File: src/hdl/gtc_defines.svh
// register offsets, field positions, reset values and timing counts of the gated timer
// assumes a 32-bit apb slave with byte addresses and one register per aligned word
`ifndef GTC_DEFINES_SVH
`define GTC_DEFINES_SVH

`define GTC_ADDR_W         8
`define GTC_OFF_COUNT_LOW  8'h00
`define GTC_OFF_COUNT_HIGH 8'h04
`define GTC_OFF_FLAGS      8'h08
`define GTC_OFF_GATE_CFG   8'h0C
`define GTC_OFF_CONTROL    8'h10

`define GTC_CTL_ON         0
`define GTC_CTL_CS         1
`define GTC_CTL_SYNC       2
`define GTC_CTL_OSCEN      3
`define GTC_CTL_PS_LO      4
`define GTC_CTL_PS_HI      5
`define GTC_CTL_GE         6
`define GTC_CTL_GINV       7
`define GTC_FLAG_OVF       0
`define GTC_CFG_GSS        0

`define GTC_CTL_RESET      8'h00
`define GTC_CFG_RESET      1'b0
`define GTC_COUNT_MAX      16'hFFFF

`define GTC_CLK_PERIOD_NS  5
`define GTC_FOSC_DIV       4

`endif

File: src/hdl/gtc_pkg.sv
// types shared by the gated timer modules
// assumes gtc_defines.svh supplies the numeric constants
package gtc_pkg;
  typedef logic [7:0]  gtc_byte_t;
  typedef logic [15:0] gtc_count_t;
  typedef enum logic { GTC_SRC_INTERNAL, GTC_SRC_EXTERNAL } gtc_src_e;
endpackage

File: src/hdl/gtc_edge_if.sv
// carries the selected external clock level to the edge arming logic and its rising edge back
// assumes both ends run on core_clk
`timescale 1ns/1ps
interface gtc_edge_if;
  logic level;
  logic clear;
  logic timerOff;
  logic rise;
  modport arm  (input level, input clear, input timerOff, output rise);
  modport user (output level, output clear, output timerOff, input rise);
endinterface

File: src/hdl/gtc_timer.sv
// sixteen bit gated timer/counter with prescaler, reached over apb
// assumes pins are asynchronous to core_clk; syncedComparatorOut is already on core_clk
`timescale 1ns/1ps
`include "gtc_defines.svh"
//
// How it works
// - sixteen bit count, both bytes read/write
// - timer mode counts every instruction cycle
// - counter mode counts external rising edges
// - falling edge needed before first counted rise
// - rollover sets overflow flag bit zero
// - prescaler divides by one, two, four, eight
// - prescaler hidden, cleared on count write
// - gate source is pin or comparator
// - comparator gate uses synchronised output
// - gate enable ignored while timer off
// - gate invert selects high or low true
// - low power oscillator clocks when allowed
// - sync bit ignored for internal clock
// - clock select external edges or fosc/4
// - asynchronous mode counts and wakes in sleep
// - control bits reset zero, read/write
// - count reads valid while running asynchronously
module gtc_timer
  import gtc_pkg::*;
#(
  parameter int PRESCALE_BITS = 3
)
(
  input  wire logic                   core_clk,
  input  wire logic                   nrst,
  input  wire logic                   psel,
  input  wire logic                   penable,
  input  wire logic                   pwrite,
  input  wire logic [`GTC_ADDR_W-1:0] paddr,
  input  wire logic [31:0]            pwdata,
  output      logic [31:0]            prdata,
  output      logic                   pready,
  output      logic                   pslverr,
  input  wire logic                   extClockPin,
  input  wire logic                   lowPowerOscPin,
  input  wire logic                   gatePin,
  input  wire logic                   syncedComparatorOut,
  input  wire logic                   oscShareOk,
  input  wire logic                   sleepMode,
  output      logic                   overflowFlag,
  output      logic                   wakeRequest,
  output      logic                   lowPowerOscOn
);
  if (PRESCALE_BITS != 3)
  begin : gBadPrescale
    $error("prescaler must be three bits wide for the 1:8 setting");
  end

  // apb side
  logic       setup;
  logic       access;
  logic       wrAccess;
  logic       mapped;
  logic [31:0] prdata_q;
  logic [31:0] prdata_d;
  logic       slvErr_q;
  logic       slvErr_d;

  // software state
  gtc_byte_t  ctl_q;
  gtc_byte_t  ctl_d;
  logic       gss_q;
  logic       gss_d;
  logic       ovf_q;
  logic       ovf_d;
  gtc_count_t count_q;
  gtc_count_t count_d;
  logic [PRESCALE_BITS-1:0] psc_q;
  logic [PRESCALE_BITS-1:0] psc_d;

  // sampling and timing
  logic [1:0] phase_q;
  logic [1:0] phase_d;
  logic       pend_q;
  logic       pend_d;
  logic [1:0] extSync_q;
  logic [1:0] lpSync_q;
  logic [1:0] gateSync_q;

  logic       wrLow;
  logic       wrHigh;
  logic       cntWr;
  logic       instrTick;
  logic       oscActive;
  gtc_src_e   src;
  logic       bypass;
  logic       gateRaw;
  logic       gateTrue;
  logic       run;
  logic       countTick;
  logic       inc;
  logic       rollover;
  logic [PRESCALE_BITS-1:0] pscMask;

  gtc_edge_if edgeBus ();

  gtc_edge_arm u_edge (
    .core_clk  (core_clk),
    .nrst      (nrst),
    .edge_port (edgeBus.arm)
  );

  assign setup    = psel && !penable;
  assign access   = psel && penable;
  assign pready   = access;
  assign wrAccess = access && pwrite;
  assign mapped   = (paddr == `GTC_OFF_COUNT_LOW) || (paddr == `GTC_OFF_COUNT_HIGH) ||
                    (paddr == `GTC_OFF_FLAGS) || (paddr == `GTC_OFF_GATE_CFG) ||
                    (paddr == `GTC_OFF_CONTROL);
  assign wrLow    = wrAccess && (paddr == `GTC_OFF_COUNT_LOW);
  assign wrHigh   = wrAccess && (paddr == `GTC_OFF_COUNT_HIGH);
  assign cntWr    = wrLow || wrHigh;
  assign prdata   = prdata_q;
  assign pslverr  = slvErr_q && access;

  // pins pass two flops; only the second stage feeds any logic
  always_ff @(posedge core_clk or negedge nrst)
  begin
    if (!nrst)
    begin
      extSync_q  <= 2'h0;
      lpSync_q   <= 2'h0;
      gateSync_q <= 2'h0;
    end
    else
    begin
      extSync_q  <= {extSync_q[0], extClockPin};
      lpSync_q   <= {lpSync_q[0], lowPowerOscPin};
      gateSync_q <= {gateSync_q[0], gatePin};
    end
  end

  assign instrTick = (phase_q == 2'(`GTC_FOSC_DIV - 1));
  assign oscActive = ctl_q[`GTC_CTL_OSCEN] && oscShareOk;
  assign lowPowerOscOn = oscActive;
  assign src       = ctl_q[`GTC_CTL_CS] ? GTC_SRC_EXTERNAL : GTC_SRC_INTERNAL;
  assign bypass    = ctl_q[`GTC_CTL_SYNC] && (src == GTC_SRC_EXTERNAL);

  assign edgeBus.level    = oscActive ? lpSync_q[1] : extSync_q[1];
  assign edgeBus.clear    = cntWr;
  assign edgeBus.timerOff = !ctl_q[`GTC_CTL_ON];

  // comparator output already lives on core_clk, so it takes no extra stages
  assign gateRaw  = gss_q ? syncedComparatorOut : gateSync_q[1];
  assign gateTrue = ctl_q[`GTC_CTL_GINV] ? gateRaw : !gateRaw;
  assign run      = ctl_q[`GTC_CTL_ON] && (!ctl_q[`GTC_CTL_GE] || gateTrue);

  // the instruction clock stops in sleep; only the bypassed external path keeps going
  always_comb
  begin
    countTick = 1'b0;
    if (src == GTC_SRC_INTERNAL)
    begin
      countTick = instrTick && !sleepMode;
    end
    else if (bypass)
    begin
      countTick = edgeBus.rise;
    end
    else
    begin
      countTick = pend_q && instrTick && !sleepMode;
    end
  end

  always_comb
  begin
    unique case (ctl_q[`GTC_CTL_PS_HI:`GTC_CTL_PS_LO])
      2'b00: pscMask = 3'h0;
      2'b01: pscMask = 3'h1;
      2'b10: pscMask = 3'h3;
      2'b11: pscMask = 3'h7;
    endcase
  end

  assign inc      = run && countTick && (psc_q == pscMask) && !cntWr;
  assign rollover = inc && (count_q == `GTC_COUNT_MAX);
  assign overflowFlag = ovf_q;
  assign wakeRequest  = ovf_q && sleepMode;

  always_comb
  begin
    phase_d = phase_q + 2'h1;
    pend_d  = pend_q;
    if (src == GTC_SRC_EXTERNAL && !bypass)
    begin
      if (instrTick)
        pend_d = 1'b0;
      if (edgeBus.rise)
        pend_d = 1'b1;
    end
    else
    begin
      pend_d = 1'b0;
    end
  end

  always_comb
  begin
    ctl_d   = ctl_q;
    gss_d   = gss_q;
    ovf_d   = ovf_q;
    count_d = count_q;
    psc_d   = psc_q;
    if (wrAccess && paddr == `GTC_OFF_CONTROL)
      ctl_d = pwdata[7:0];
    if (wrAccess && paddr == `GTC_OFF_GATE_CFG)
      gss_d = pwdata[`GTC_CFG_GSS];
    if (wrAccess && paddr == `GTC_OFF_FLAGS)
      ovf_d = pwdata[`GTC_FLAG_OVF];
    if (rollover)
      ovf_d = 1'b1;
    if (wrLow)
    begin
      count_d[7:0] = pwdata[7:0];
      psc_d        = '0;
    end
    else if (wrHigh)
    begin
      count_d[15:8] = pwdata[7:0];
      psc_d         = '0;
    end
    else if (run && countTick)
    begin
      psc_d = (psc_q == pscMask) ? '0 : psc_q + 3'h1;
      if (inc)
        count_d = count_q + 16'h0001;
    end
  end

  // read data is captured in the setup cycle so it stands for the whole access phase
  always_comb
  begin
    prdata_d = prdata_q;
    slvErr_d = 1'b0;
    if (setup)
    begin
      slvErr_d = !mapped;
      prdata_d = 32'h0000_0000;
      unique case (paddr)
        `GTC_OFF_COUNT_LOW:  prdata_d[7:0] = count_q[7:0];
        `GTC_OFF_COUNT_HIGH: prdata_d[7:0] = count_q[15:8];
        `GTC_OFF_FLAGS:      prdata_d[`GTC_FLAG_OVF] = ovf_q;
        `GTC_OFF_GATE_CFG:   prdata_d[`GTC_CFG_GSS] = gss_q;
        `GTC_OFF_CONTROL:    prdata_d[7:0] = ctl_q;
        default:             prdata_d = 32'h0000_0000;
      endcase
    end
  end

  always_ff @(posedge core_clk or negedge nrst)
  begin
    if (!nrst)
    begin
      ctl_q    <= `GTC_CTL_RESET;
      gss_q    <= `GTC_CFG_RESET;
      ovf_q    <= 1'b0;
      count_q  <= 16'h0000;
      psc_q    <= '0;
      phase_q  <= 2'h0;
      pend_q   <= 1'b0;
      prdata_q <= 32'h0000_0000;
      slvErr_q <= 1'b0;
    end
    else
    begin
      ctl_q    <= ctl_d;
      gss_q    <= gss_d;
      ovf_q    <= ovf_d;
      count_q  <= count_d;
      psc_q    <= psc_d;
      phase_q  <= phase_d;
      pend_q   <= pend_d;
      prdata_q <= prdata_d;
      slvErr_q <= slvErr_d;
    end
  end
endmodule // gtc_timer

File: src/hdl/gtc_edge_arm.sv
// rising edge detector that must see a falling edge before it reports the first rise
// assumes level is already synchronised to core_clk
`timescale 1ns/1ps
module gtc_edge_arm
  import gtc_pkg::*;
(
  input  wire logic core_clk,
  input  wire logic nrst,
  gtc_edge_if.arm   edge_port
);
  logic prev_q;
  logic prev_d;
  logic armed_q;
  logic armed_d;

  always_comb
  begin
    prev_d  = edge_port.level;
    armed_d = armed_q;
    if (edge_port.clear)
    begin
      armed_d = 1'b0;
    end
    else if (edge_port.timerOff && edge_port.level)
    begin
      armed_d = 1'b0;
    end
    // a fall while stopped does not arm: it must be seen while the timer runs
    else if (!edge_port.timerOff && prev_q && !edge_port.level)
    begin
      armed_d = 1'b1;
    end
  end

  always_ff @(posedge core_clk or negedge nrst)
  begin
    if (!nrst)
    begin
      prev_q  <= 1'b0;
      armed_q <= 1'b0;
    end
    else
    begin
      prev_q  <= prev_d;
      armed_q <= armed_d;
    end
  end

  // an unarmed detector never reports a rise, so a count write restarts the edge hunt
  assign edge_port.rise = edge_port.level && !prev_q && armed_q && !edge_port.clear;
endmodule // gtc_edge_arm

File: config.mk
export PLATFORM = sky130hd
export DESIGN_NAME = gtc_timer
export DESIGN_NICKNAME = d
export VERILOG_FILES = /design/src/hdl/gtc_pkg.sv /design/src/hdl/gtc_edge_if.sv /design/src/hdl/gtc_timer.sv /design/src/hdl/gtc_edge_arm.sv
export VERILOG_INCLUDE_DIRS = /design/src /design/src/hdl
export SDC_FILE = /design/constraint.sdc
export NUM_CORES = 1
export LEC_CHECK = 0
export BUFFER_PORTS_ARGS = -buffer_cell sky130_fd_sc_hd__buf_2
export CORE_ASPECT_RATIO = 0.8
export CORE_UTILIZATION = 46
export DETAILED_ROUTE_END_ITERATION = 10
export PLACE_DENSITY = 0.76
export SYNTH_ARGS = -nofsm -noshare
export SYNTH_HDL_FRONTEND = slang
export SYNTH_SLANG_ARGS = --single-unit
File: constraint.sdc
create_clock -name core_clk -period 2.1 [get_ports core_clk]
set_clock_uncertainty 0.1 [all_clocks]
set_input_delay 0.42 -clock core_clk [delete_from_list [all_inputs] [get_ports core_clk]]
set_output_delay 0.42 -clock core_clk [all_outputs]
set_load 0.02 [all_outputs]
==> out/results.ini, run 1 <==
[clocking]
insertion_delay_ps=310
clock_sinks=49
cts_max_level=2
clockBufferDepth=2
cts_tree=yes
cts_buffers=5
clock-root-buffer=clkbuf_8
clkTransAtPathRegs_ps=100

[status]
status=finished with violations
violations=negative setup slack

[flow_run]
cap_violations=0

[pwr]
total_power_w=0.001999
p_per_area_nw_per_um2=531.2
p_leak_nw=1.759
max-vdd-ir-drop_uv=385.4

[sta]
setup_ws_ps=-199.5
setup_viol_count_final=16
min_period_ps=2299
period_share=1.095
tightest_slew_ps=609.8
holdWs_ps=91.25
rsz0062_at_grt=yes
finalHoldViolations=0
max_freq_ghz=0.4349
slew_viol_final=0
relSlewSlack=0.5934

[logic_synthesis]
netlist_instances=294
synth-seq-cells=49
synth_edf_count=0
synth.top_cells.by_area=dfrtp_1 (44%), buf_4 (6.4%), mux2_2 (4.0%)
ys_types=55
synth_async_sr_flop_share=1.000
yosysTopAreaCellShare=0.4352
yosys_most_used_dff=dfrtp_1
ys_warn_count=0
synth_top_area_cell=dfrtp_1
synth.avg_cell_area_um2=9.584
ys_seq_area_frac=0.4352
synth_area_um2=2818

[final_layout]
diodes=0
layout-drive-gt1-share=0.3850
area_delta_synth_final_pct=33.57
final_nets=440
n_fill_cell=492
multiInputGateArea_um2=1603
regArea_um2=1226

[detailed_routing]
viasPerCell=5.780
drt_wl_total_um=8114
ant_nets=0
drt_iter0_markers=333
drc=0
vias=2705
firstDrtPassIters=6
wl_per_cell_um=17.34

[grt]
grt_overflow=0
grt_util_all_layers=0.2550
grt_max_degree=50
grt_pass1_vias=2503
grt_pass1_wl_um=12250
antenna_found_initial=0

[die]
die_x_um=89.51
start_util=0.4766
die_area_um2=6444
floorplan.die.height_um=72
ios=88
rows=25
core_um2=5912

[placement]
pre_cts_slack_ps=-264.6
dp_hpwl_um=5445
gp_congestion=0.9081
portBuffers=39

[setup_path]
crit_required_ps=2220
crit_type=reg -> reg
end_kind=flop
worstSetupStartpointType=flop
crit_arrival_ps=2420
critPathMaxFanout=6

[hold_path]
hp-class=in -> async

[critical path, stage by stage (launching register included)]
cell and delay [ps]:
dfrtp_1 390, or4_1 510, a21o_1 260, a21oi_4 200, nand3_4 130, or4_4 430
a31oi_1 200
[layer usage]
| layer | share of wire | up-vias | wire [µm] | track usage |
|---|---|---|---|---|
| met1 | 0.42 | 1300 | 3442 | 0.3516 |
| met3 | 0.090 | 20 | 734 | 0.05802 |
| met2 | 0.47 | 150 | 3801 | 0.4037 |
| li1 | - | 1235 | - | - |
| met4 | 0.017 | 0 | 136 | 0.07231 |
| met5 | 0 | - | 0 | 0 |
[logic make-up (layout without fill, tap and decap cells)]
logic type                 count (synthesis)  in the layout  synth area share
other                                      1             24          0.001331
muxes                                     15             15           0.05773
DFF                                       49             49            0.4352
xor gates and xnor gates                   3              3          0.009327
and+or+nand+nor                          114            114            0.2202
buffers and inverters                     44            114           0.09192
AOI/OAI and AO/OA                         65             65            0.1710
adders and majority gates                  3              3           0.01332
[layout make-up]
| class | count | share of cell area |
|---|---|---|
| clock buffers | 5 | 0.01828 |
| clock inverters | 3 | 0.01729 |
| inverters | 10 | 0.009973 |
| multi-input cells | 224 | 0.4259 |
| flip-flops and latches | 49 | 0.3258 |
| well taps | 81 | 0.02693 |
| repair buffers | 96 | 0.1759 |
[power breakdown]
| group | total, W | internal (W) | switching, W |
|---|---|---|---|
| logic | 0.000219 | 0.0000794 | 0.000139 |
| registers | 0.000978 | 0.000962 | 0.0000157 |
| clock network | 0.000803 | 0.000473 | 0.000330 |
[state kept, by name (all words and copies together) (netlist names)]
name and count:
extSync_q 2, slvErr_q 1, gateSync_q 2, count_q 16, ctl_q 8, phase_q 2
psc_q 3, u_edge.armed_q 1, lpSync_q 2, u_edge.prev_q 1, gss_q 1, prdata 8
overflowFlag 1, pend_q 1
[path summary, 6_finish.rpt]
check	startpoint	endpoint	slack, ps	cells past startpoint
max	psc_q[1]$_DFFE_PN0P_	count_q[6]$_DFFE_PN0P_	-200	6
min	nrst	count_q[14]$_DFFE_PN0P_	90	2
max reg2reg	psc_q[1]$_DFFE_PN0P_	count_q[6]$_DFFE_PN0P_	-200	6
min reg2reg	gateSync_q[0]$_DFF_PN0_	gateSync_q[1]$_DFF_PN0_	260	0
max in group asynchronous	nrst	count_q[11]$_DFFE_PN0P_	1390	2
min in group core_clk	gatePin	gateSync_q[0]$_DFF_PN0_	110	1
[cells in the final DEF (no fill, tap or decap), drive strengths merged, types with 3 or more instances in the layout]
master / synthesis / layout
buf: 27 / 96
dfrtp: 49 / 49
nand2: 31 / 31
conb: 1 / 24
o21ai: 16 / 16
nor2: 15 / 15
nand3: 14 / 14
nor3: 11 / 11
mux2: 10 / 10
inv: 10 / 10
a21oi: 10 / 10
and3: 8 / 8
a222oi: 7 / 7
nand4: 7 / 7
a31oi: 6 / 6
or4: 6 / 6
or3: 5 / 5
o211ai: 5 / 5
clkbuf: 7 / 5
mux2i: 5 / 5
nor4: 4 / 4
o311ai: 3 / 3
nand4b: 3 / 3
a21o: 3 / 3
o31ai: 3 / 3
ha: 3 / 3
[per-stage QoR]
| stage | utilization | TNS (ps) | instance area [µm²] | std cells |
|---|---|---|---|---|
| after floorplan | - | -157.3 | 2919 | 317 |
| after global placement | 0.5632 | -5868 | 3329 | 448 |
| after detailed placement | 0.5632 | -6952 | 3329 | 448 |
| after CTS | 0.6119 | -1239 | 3617 | 464 |
| after global routing | 0.6366 | -2941 | 3764 | 468 |
| final | 0.6366 | -1853 | 3764 | 468 |
[synthesized netlist by cell type (all sizes together), types with 2 or more instances]
cell type,count
nand2b,2
a21o,3
clkbuf,7
mux2,10
nor2b,2
o311ai,3
and2,2
nor2,15
nand2,31
nand4,7
a21oi,10
buf,27
ha,3
o21ai,16
a31oi,6
mux2i,5
or3,5
dfrtp,49
nor4,4
nand3,14
o31ai,3
and3,8
nor3,11
nand4b,3
inv,10
xor2,2
or4,6
o211ai,5
a211oi,2
a222oi,7
[timing repair]
| action | 4_1_cts | 5_1_grt |
|---|---|---|
| setup endpoints to repair | 15 | 23 |
| setup buffers | 8 | 5 |
| pin swaps | 20 | 17 |
| hold buffers | 0 | 0 |
| resized for setup | 18 | 22 |
| endpoints found under the hold margin | 0 | 0 |
No activity file was read; power rests on OpenSTA's default activity.
==> inputs of run 2 (changes only) <==
--- a/config.mk
+++ b/config.mk
@@ -11,6 +11,7 @@
 export CORE_UTILIZATION = 46
 export DETAILED_ROUTE_END_ITERATION = 10
 export PLACE_DENSITY = 0.76
+export RECOVER_POWER = 50
 export SYNTH_ARGS = -nofsm -noshare
 export SYNTH_HDL_FRONTEND = slang
 export SYNTH_SLANG_ARGS = --single-unit
==> out/results.ini, run 2 (synthesis results as in run 1) <==
[die]
ios=88
die_x_um=89.51
floorplan.die.height_um=72
core_um2=5912
start_util=0.4766
die_area_um2=6444
rows=25

[clocking]
insertion_delay_ps=310
clock_sinks=49
clock-root-buffer=clkbuf_8
cts_tree=yes
clockBufferDepth=2
cts_hold_repair.buffers=0
cts_max_level=2
cts_buffers=5
clkTransAtPathRegs_ps=90

[grt]
grt_util_met1=0.3516
met2_usage=0.4037
globalRouteMet3Util=0.05802
grt_pass1_wl_um=12250
grt_overflow=0
grt_pass1_vias=2503
grt_max_degree=50
antenna_found_initial=0
grt_busiest_layer=met2
grt_util_all_layers=0.2550

[placement]
placed_area_um2=3329
pre_cts_slack_ps=-264.6
gp_congestion=0.9081
portBuffers=39
dp_hpwl_um=5445

[final_layout]
stdcell_area_um2=3761
final_nets=440
layout-drive-gt1-share=0.3850
n_fill_cell=493
diodes=0
area_delta_synth_final_pct=33.48
largest_register=count_q
layout_common_cells=dfrtp_1 (49), buf_4 (48), buf_2 (39), nand2_1 (28), conb_1 (24)
largest_reg_flops=16
layout_commonest_cell=dfrtp_1

[setup_path]
crit_type=reg -> reg
end_kind=flop
critPathMaxFanout=6
path_cells=or4_1 > a21o_1 > a21oi_4 > nand3_4 > or4_4 > a31oi_1
crit_required_ps=2220
worstSetupStartpointType=flop
crit_arrival_ps=2420
slowest_delay_ps=510
critPathSlowestCell=or4_1

[pwr]
p_leak_nw=1.759
max-vdd-ir-drop_uv=385.4
p_per_area_nw_per_um2=531.4

[sta]
period_share=1.095
setup_viol_count_final=16
setup_ws_ps=-199.5
finalHoldViolations=0
slew_viol_final=0
tightest_slew_ps=1183
rsz0062_at_grt=yes
min_period_ps=2299
relSlewSlack=0.2112
tns_ps=-1853
max_freq_ghz=0.4349

[detailed_routing]
ant_nets=0
drt_wl_total_um=8112
drc=0
drt_iter0_markers=333
firstDrtPassIters=6
vias=2705
wl_per_cell_um=17.33
viasPerCell=5.780

[status]
violations=negative setup slack
status=finished with violations

[flow_run]
cap_violations=0

[hold_path]
hp-class=in -> reg

==> run 2: cell types whose count changed in the layout (fill, tap and decap cells not counted) <==
cell | before | now
buf_4 | 49 | 48
clkbuf_2 | 0 | 1
==> run 2: timing repair <==
action                                  4_1_cts  5_1_grt
setup buffers                                 8        5
pin swaps                                    20       17
endpoints found under the setup margin       15       23
gates resized for setup                      18       22
==> run 2: metal layers <==
metal	vias to the layer above	part of all wire
met5	-	0
met4	0	0.017
met3	20	0.090
met2	150	0.47
met1	1300	0.42
li1	1235	-
==> run 2: layout make-up <==
class                   instances  area, µm²  share of cell area
clock buffers                   5      68.82             0.01830
multi-input cells             224       1603              0.4261
well taps                      81      101.3             0.02695
clock inverters                 3      65.06             0.01730
repair buffers                 96      659.4              0.1753
flip-flops and latches         49       1226              0.3260
inverters                      10      37.54            0.009980
==> run 2: report_power, final <==
group          switching, W  leakage (nW)  internal, W  total [W]
Sequential        0.0000157         0.627     0.000962   0.000978
Combinational      0.000139          1.06    0.0000787   0.000218
Clock              0.000330        0.0681     0.000473   0.000803
Total              0.000485          1.76      0.00151    0.00200
==> run 2: critical path: cells and delay by family (launching register included) <==
family	cells	cell delay, ps
AND/OR/NAND/NOR	3	1070
AO/OA/AOI/OAI	3	660
flip-flops	1	390
==> run 2: path summary, 6_finish.rpt <==
path | from | endpoint | slack (ps) | cells after the start
max | psc_q[1]$_DFFE_PN0P_ | count_q[6]$_DFFE_PN0P_ | -200 | 6
max in group asynchronous | nrst | count_q[11]$_DFFE_PN0P_ | 860 | 2
min reg2reg | gateSync_q[0]$_DFF_PN0_ | gateSync_q[1]$_DFF_PN0_ | 260 | 0
max reg2reg | psc_q[1]$_DFFE_PN0P_ | count_q[6]$_DFFE_PN0P_ | -200 | 6
min | gatePin | gateSync_q[0]$_DFF_PN0_ | 110 | 1
min in group asynchronous | nrst | count_q[14]$_DFFE_PN0P_ | 320 | 2
==> run 2: through the flow <==
stage	cells	total power [W]	hold WS, ps	utilization
3_5_place_dp	448	0.001195	237.9	0.5632
5_1_grt	468	0.002067	96.34	0.6362
6_report	468	0.001999	108.3	0.6362
4_1_cts	464	0.001989	113.1	0.6119
2_1_floorplan	317	0.001126	24.41	-
3_3_place_gp	448	0.001188	232.8	0.5632
==> inputs of run 3 (changes only) <==
--- a/config.mk
+++ b/config.mk
@@ -6,12 +6,14 @@
 export SDC_FILE = /design/constraint.sdc
 export NUM_CORES = 1
 export LEC_CHECK = 0
+export ABC_AREA = 1
 export BUFFER_PORTS_ARGS = -buffer_cell sky130_fd_sc_hd__buf_2
 export CORE_ASPECT_RATIO = 0.8
-export CORE_UTILIZATION = 46
+export CORE_UTILIZATION = 48
 export DETAILED_ROUTE_END_ITERATION = 10
-export PLACE_DENSITY = 0.76
+export PLACE_DENSITY = 0.77
 export RECOVER_POWER = 50
+export REMOVE_ABC_BUFFERS = 1
 export SYNTH_ARGS = -nofsm -noshare
 export SYNTH_HDL_FRONTEND = slang
 export SYNTH_SLANG_ARGS = --single-unit
==> out/results.ini, run 3 <==
[detailed_routing]
vias=2754
ant_nets=0
drt_wl_total_um=7135
wl_per_cell_um=13.16
drc=0
drt_iter0_markers=96
firstDrtPassIters=5
viasPerCell=5.081

[logic_synthesis]
ys_warn_count=0
synth.top_cells.by_area=dfrtp_1 (39%), nand2_1 (13%), inv_1 (6.3%)
synth_most_common_cell=nand2_1
synth_top_family_by_area=simple AND/OR/NAND/NOR gates
yosysTopAreaCellShare=0.3934
yosys.area_share.simple=0.3163
synth_async_sr_flop_share=1.000
ys_seq_area_frac=0.3934
synth-seq-cells=49
synthMuxAreaShare=0.01766
netlist_instances=412
synth.avg_cell_area_um2=7.565
synth_compound_gate_area_share=0.1012
yosys.area_share.adder=0.01204
synth_xor_area_frac=0.02248
synth_area_um2=3117
yosys_most_used_dff=dfrtp_1
synth_edf_count=0
synth_top_area_cell=dfrtp_1
ys_types=36
synth_commonest_cells=nand2_1 (108), inv_1 (52), dfrtp_1 (49), o21ai_0 (37), nor2_1 (30)

[pwr]
swShare=0.2453
p_leak_nw=1.808
p_clk_frac=0.385
switchingPower_w=0.0004517
p_per_area_nw_per_um2=531.2
p_int_w=0.001390
seq_power_share=0.526
combPwrFrac=0.089
max-vdd-ir-drop_uv=284.4

[grt]
grt_pass1_wl_um=12080
grt_util_met1=0.3327
globalRouteMet3Util=0.03476
grt_busiest_layer=met2
met2_usage=0.3723
grt_util_all_layers=0.2321
antenna_found_initial=0
grt_overflow=0
grt_pass1_vias=2508
grt_max_degree=31

[clocking]
clkTransAtPathRegs_ps=90
clockBufferDepth=2
cts_hold_repair.buffers=0
clock-root-buffer=clkbuf_8
cts_max_level=2
cts_buffers=5
cts_setup_buffers=0
cts_tree=yes
clock_sinks=49
insertion_delay_ps=310

[die]
die_area_um2=6822
rows=25
core_um2=6100
die_x_um=92.09
floorplan.die.height_um=74.08
start_util=0.5110
ios=88

[placement]
dp_hpwl_um=5498
portBuffers=39
dp.cells=534
gp_congestion=0.9040

[setup_path]
crit_type=reg -> reg
critPathMaxFanout=12
startpoint=gss_q$_DFFE_PN0P_
end_kind=flop
rr_startpoint=gss_q$_DFFE_PN0P_
crit_arrival_ps=1970
crit_required_ps=2200
rrSetupSlack_ps=230
path_cells=inv_1 > nand2_1 > a21oi_1 > nor2_1 > nor2_1 > nand4_4 > buf_4 > nand3_1 > nand2_1
worstSetupStartpointType=flop
slowest_delay_ps=400
r2r_end=count_q[8]$_DFFE_PN0P_
critPathSlowestCell=dfrtp_1
cp-endpoint=count_q[8]$_DFFE_PN0P_
r2r_cells=9

[final_layout]
largest_reg_flops=16
largest_register=count_q
layout_commonest_cell=nand2_1
diodes=0
layout_common_cells=nand2_1 (108), inv_1 (52), dfrtp_1 (49), buf_2 (38), o21ai_0 (37)
layout-drive-gt1-share=0.1887
final_nets=514
area_delta_synth_final_pct=11.24
fin_cells=542

[sta]
setup_viol_count_final=0
max_freq_ghz=0.5359
min_period_ps=1866
slew_viol_final=31
tns_ps=0
period_share=0.8886
relSlewSlack=-0.08376
rsz0062_at_grt=no
tightest_slew_ps=1626
finalHoldViolations=0

[flow_run]
cap_violations=1

[hold_path]
hp-class=in -> reg
hold_start=lowPowerOscPin

[status]
violations=max-capacitance violations, max-slew violations
status=finished with violations

run 3: logic make-up (layout without fill, tap and decap cells):
logic type | count (synthesis) | in the layout
buf+inv | 84 | 110
mux | 5 | 5
flops | 49 | 49
simple gates | 205 | 205
xor+xnor | 8 | 8
compound gates | 57 | 57
other cells | 1 | 24
fa+ha+maj | 3 | 3
run 3: how the worst min path moves through the flow:
stage,cells after the start,end
after floorplan,0,count_q[0]$_DFFE_PN0P_
after global placement,0,gateSync_q[1]$_DFF_PN0_
after detailed placement,0,gateSync_q[1]$_DFF_PN0_
after CTS,1,prdata[4]$_DFFE_PN0P_
after global routing,1,lpSync_q[0]$_DFF_PN0_
final,1,lpSync_q[0]$_DFF_PN0_
run 3: cell type report:
type / count / area, µm²
timing repair buffer: 49 / 264.0
tap: 81 / 101.3
inverter: 53 / 198.9
fill: 602 / 2633
clock inverter: 2 / 37.54
sequential: 49 / 1226
clock buffer: 6 / 82.58
multi-input combinational: 302 / 1556
run 3: timing repair:
item                                   4_1_cts  5_1_grt
gates resized for setup                      0        1
setup endpoints to repair                    0        2
endpoints found under the hold margin        0        0
run 3: critical path: cells and delay by family, from the launching register on:
family / cells / cell delay, ps
AOI/OAI and AO/OA: 1 / 130
and+or+nand+nor: 6 / 750
buffers and inverters: 2 / 380
DFF: 1 / 400
run 3: power by group through the flow:
stage | clock network, W | registers (W) | logic (W)
after CTS | 0.000724 | 0.000969 | 0.000166
after detailed placement | 0 | 0.000988 | 0.000166
final | 0.000708 | 0.000969 | 0.000164
after global placement | 0 | 0.000987 | 0.000161
after floorplan | 0 | 0.000989 | 0.0000905
after global routing | 0.000769 | 0.000972 | 0.000186
run 3: through the flow:
stage	power [W]	hold slack, ps	utilization	area (µm²)	setup WS [ps]
after global routing	0.001927	103.4	0.5684	3467	39.04
after floorplan	0.001079	24.41	-	2979	180.6
after CTS	0.001859	54.59	0.5690	3471	227.5
final	0.001842	119.9	0.5684	3467	233.9
after global placement	0.001149	236.1	0.5493	3351	110.1
after detailed placement	0.001153	234.7	0.5493	3351	50.36
run 3: layer usage:
layer	wire length [µm]	vias to the layer above	part of all wire
met5	0	-	0
met4	74	0	0.010
met3	447	7	0.063
met2	3148	92	0.44
met1	3465	1284	0.49
li1	-	1371	-
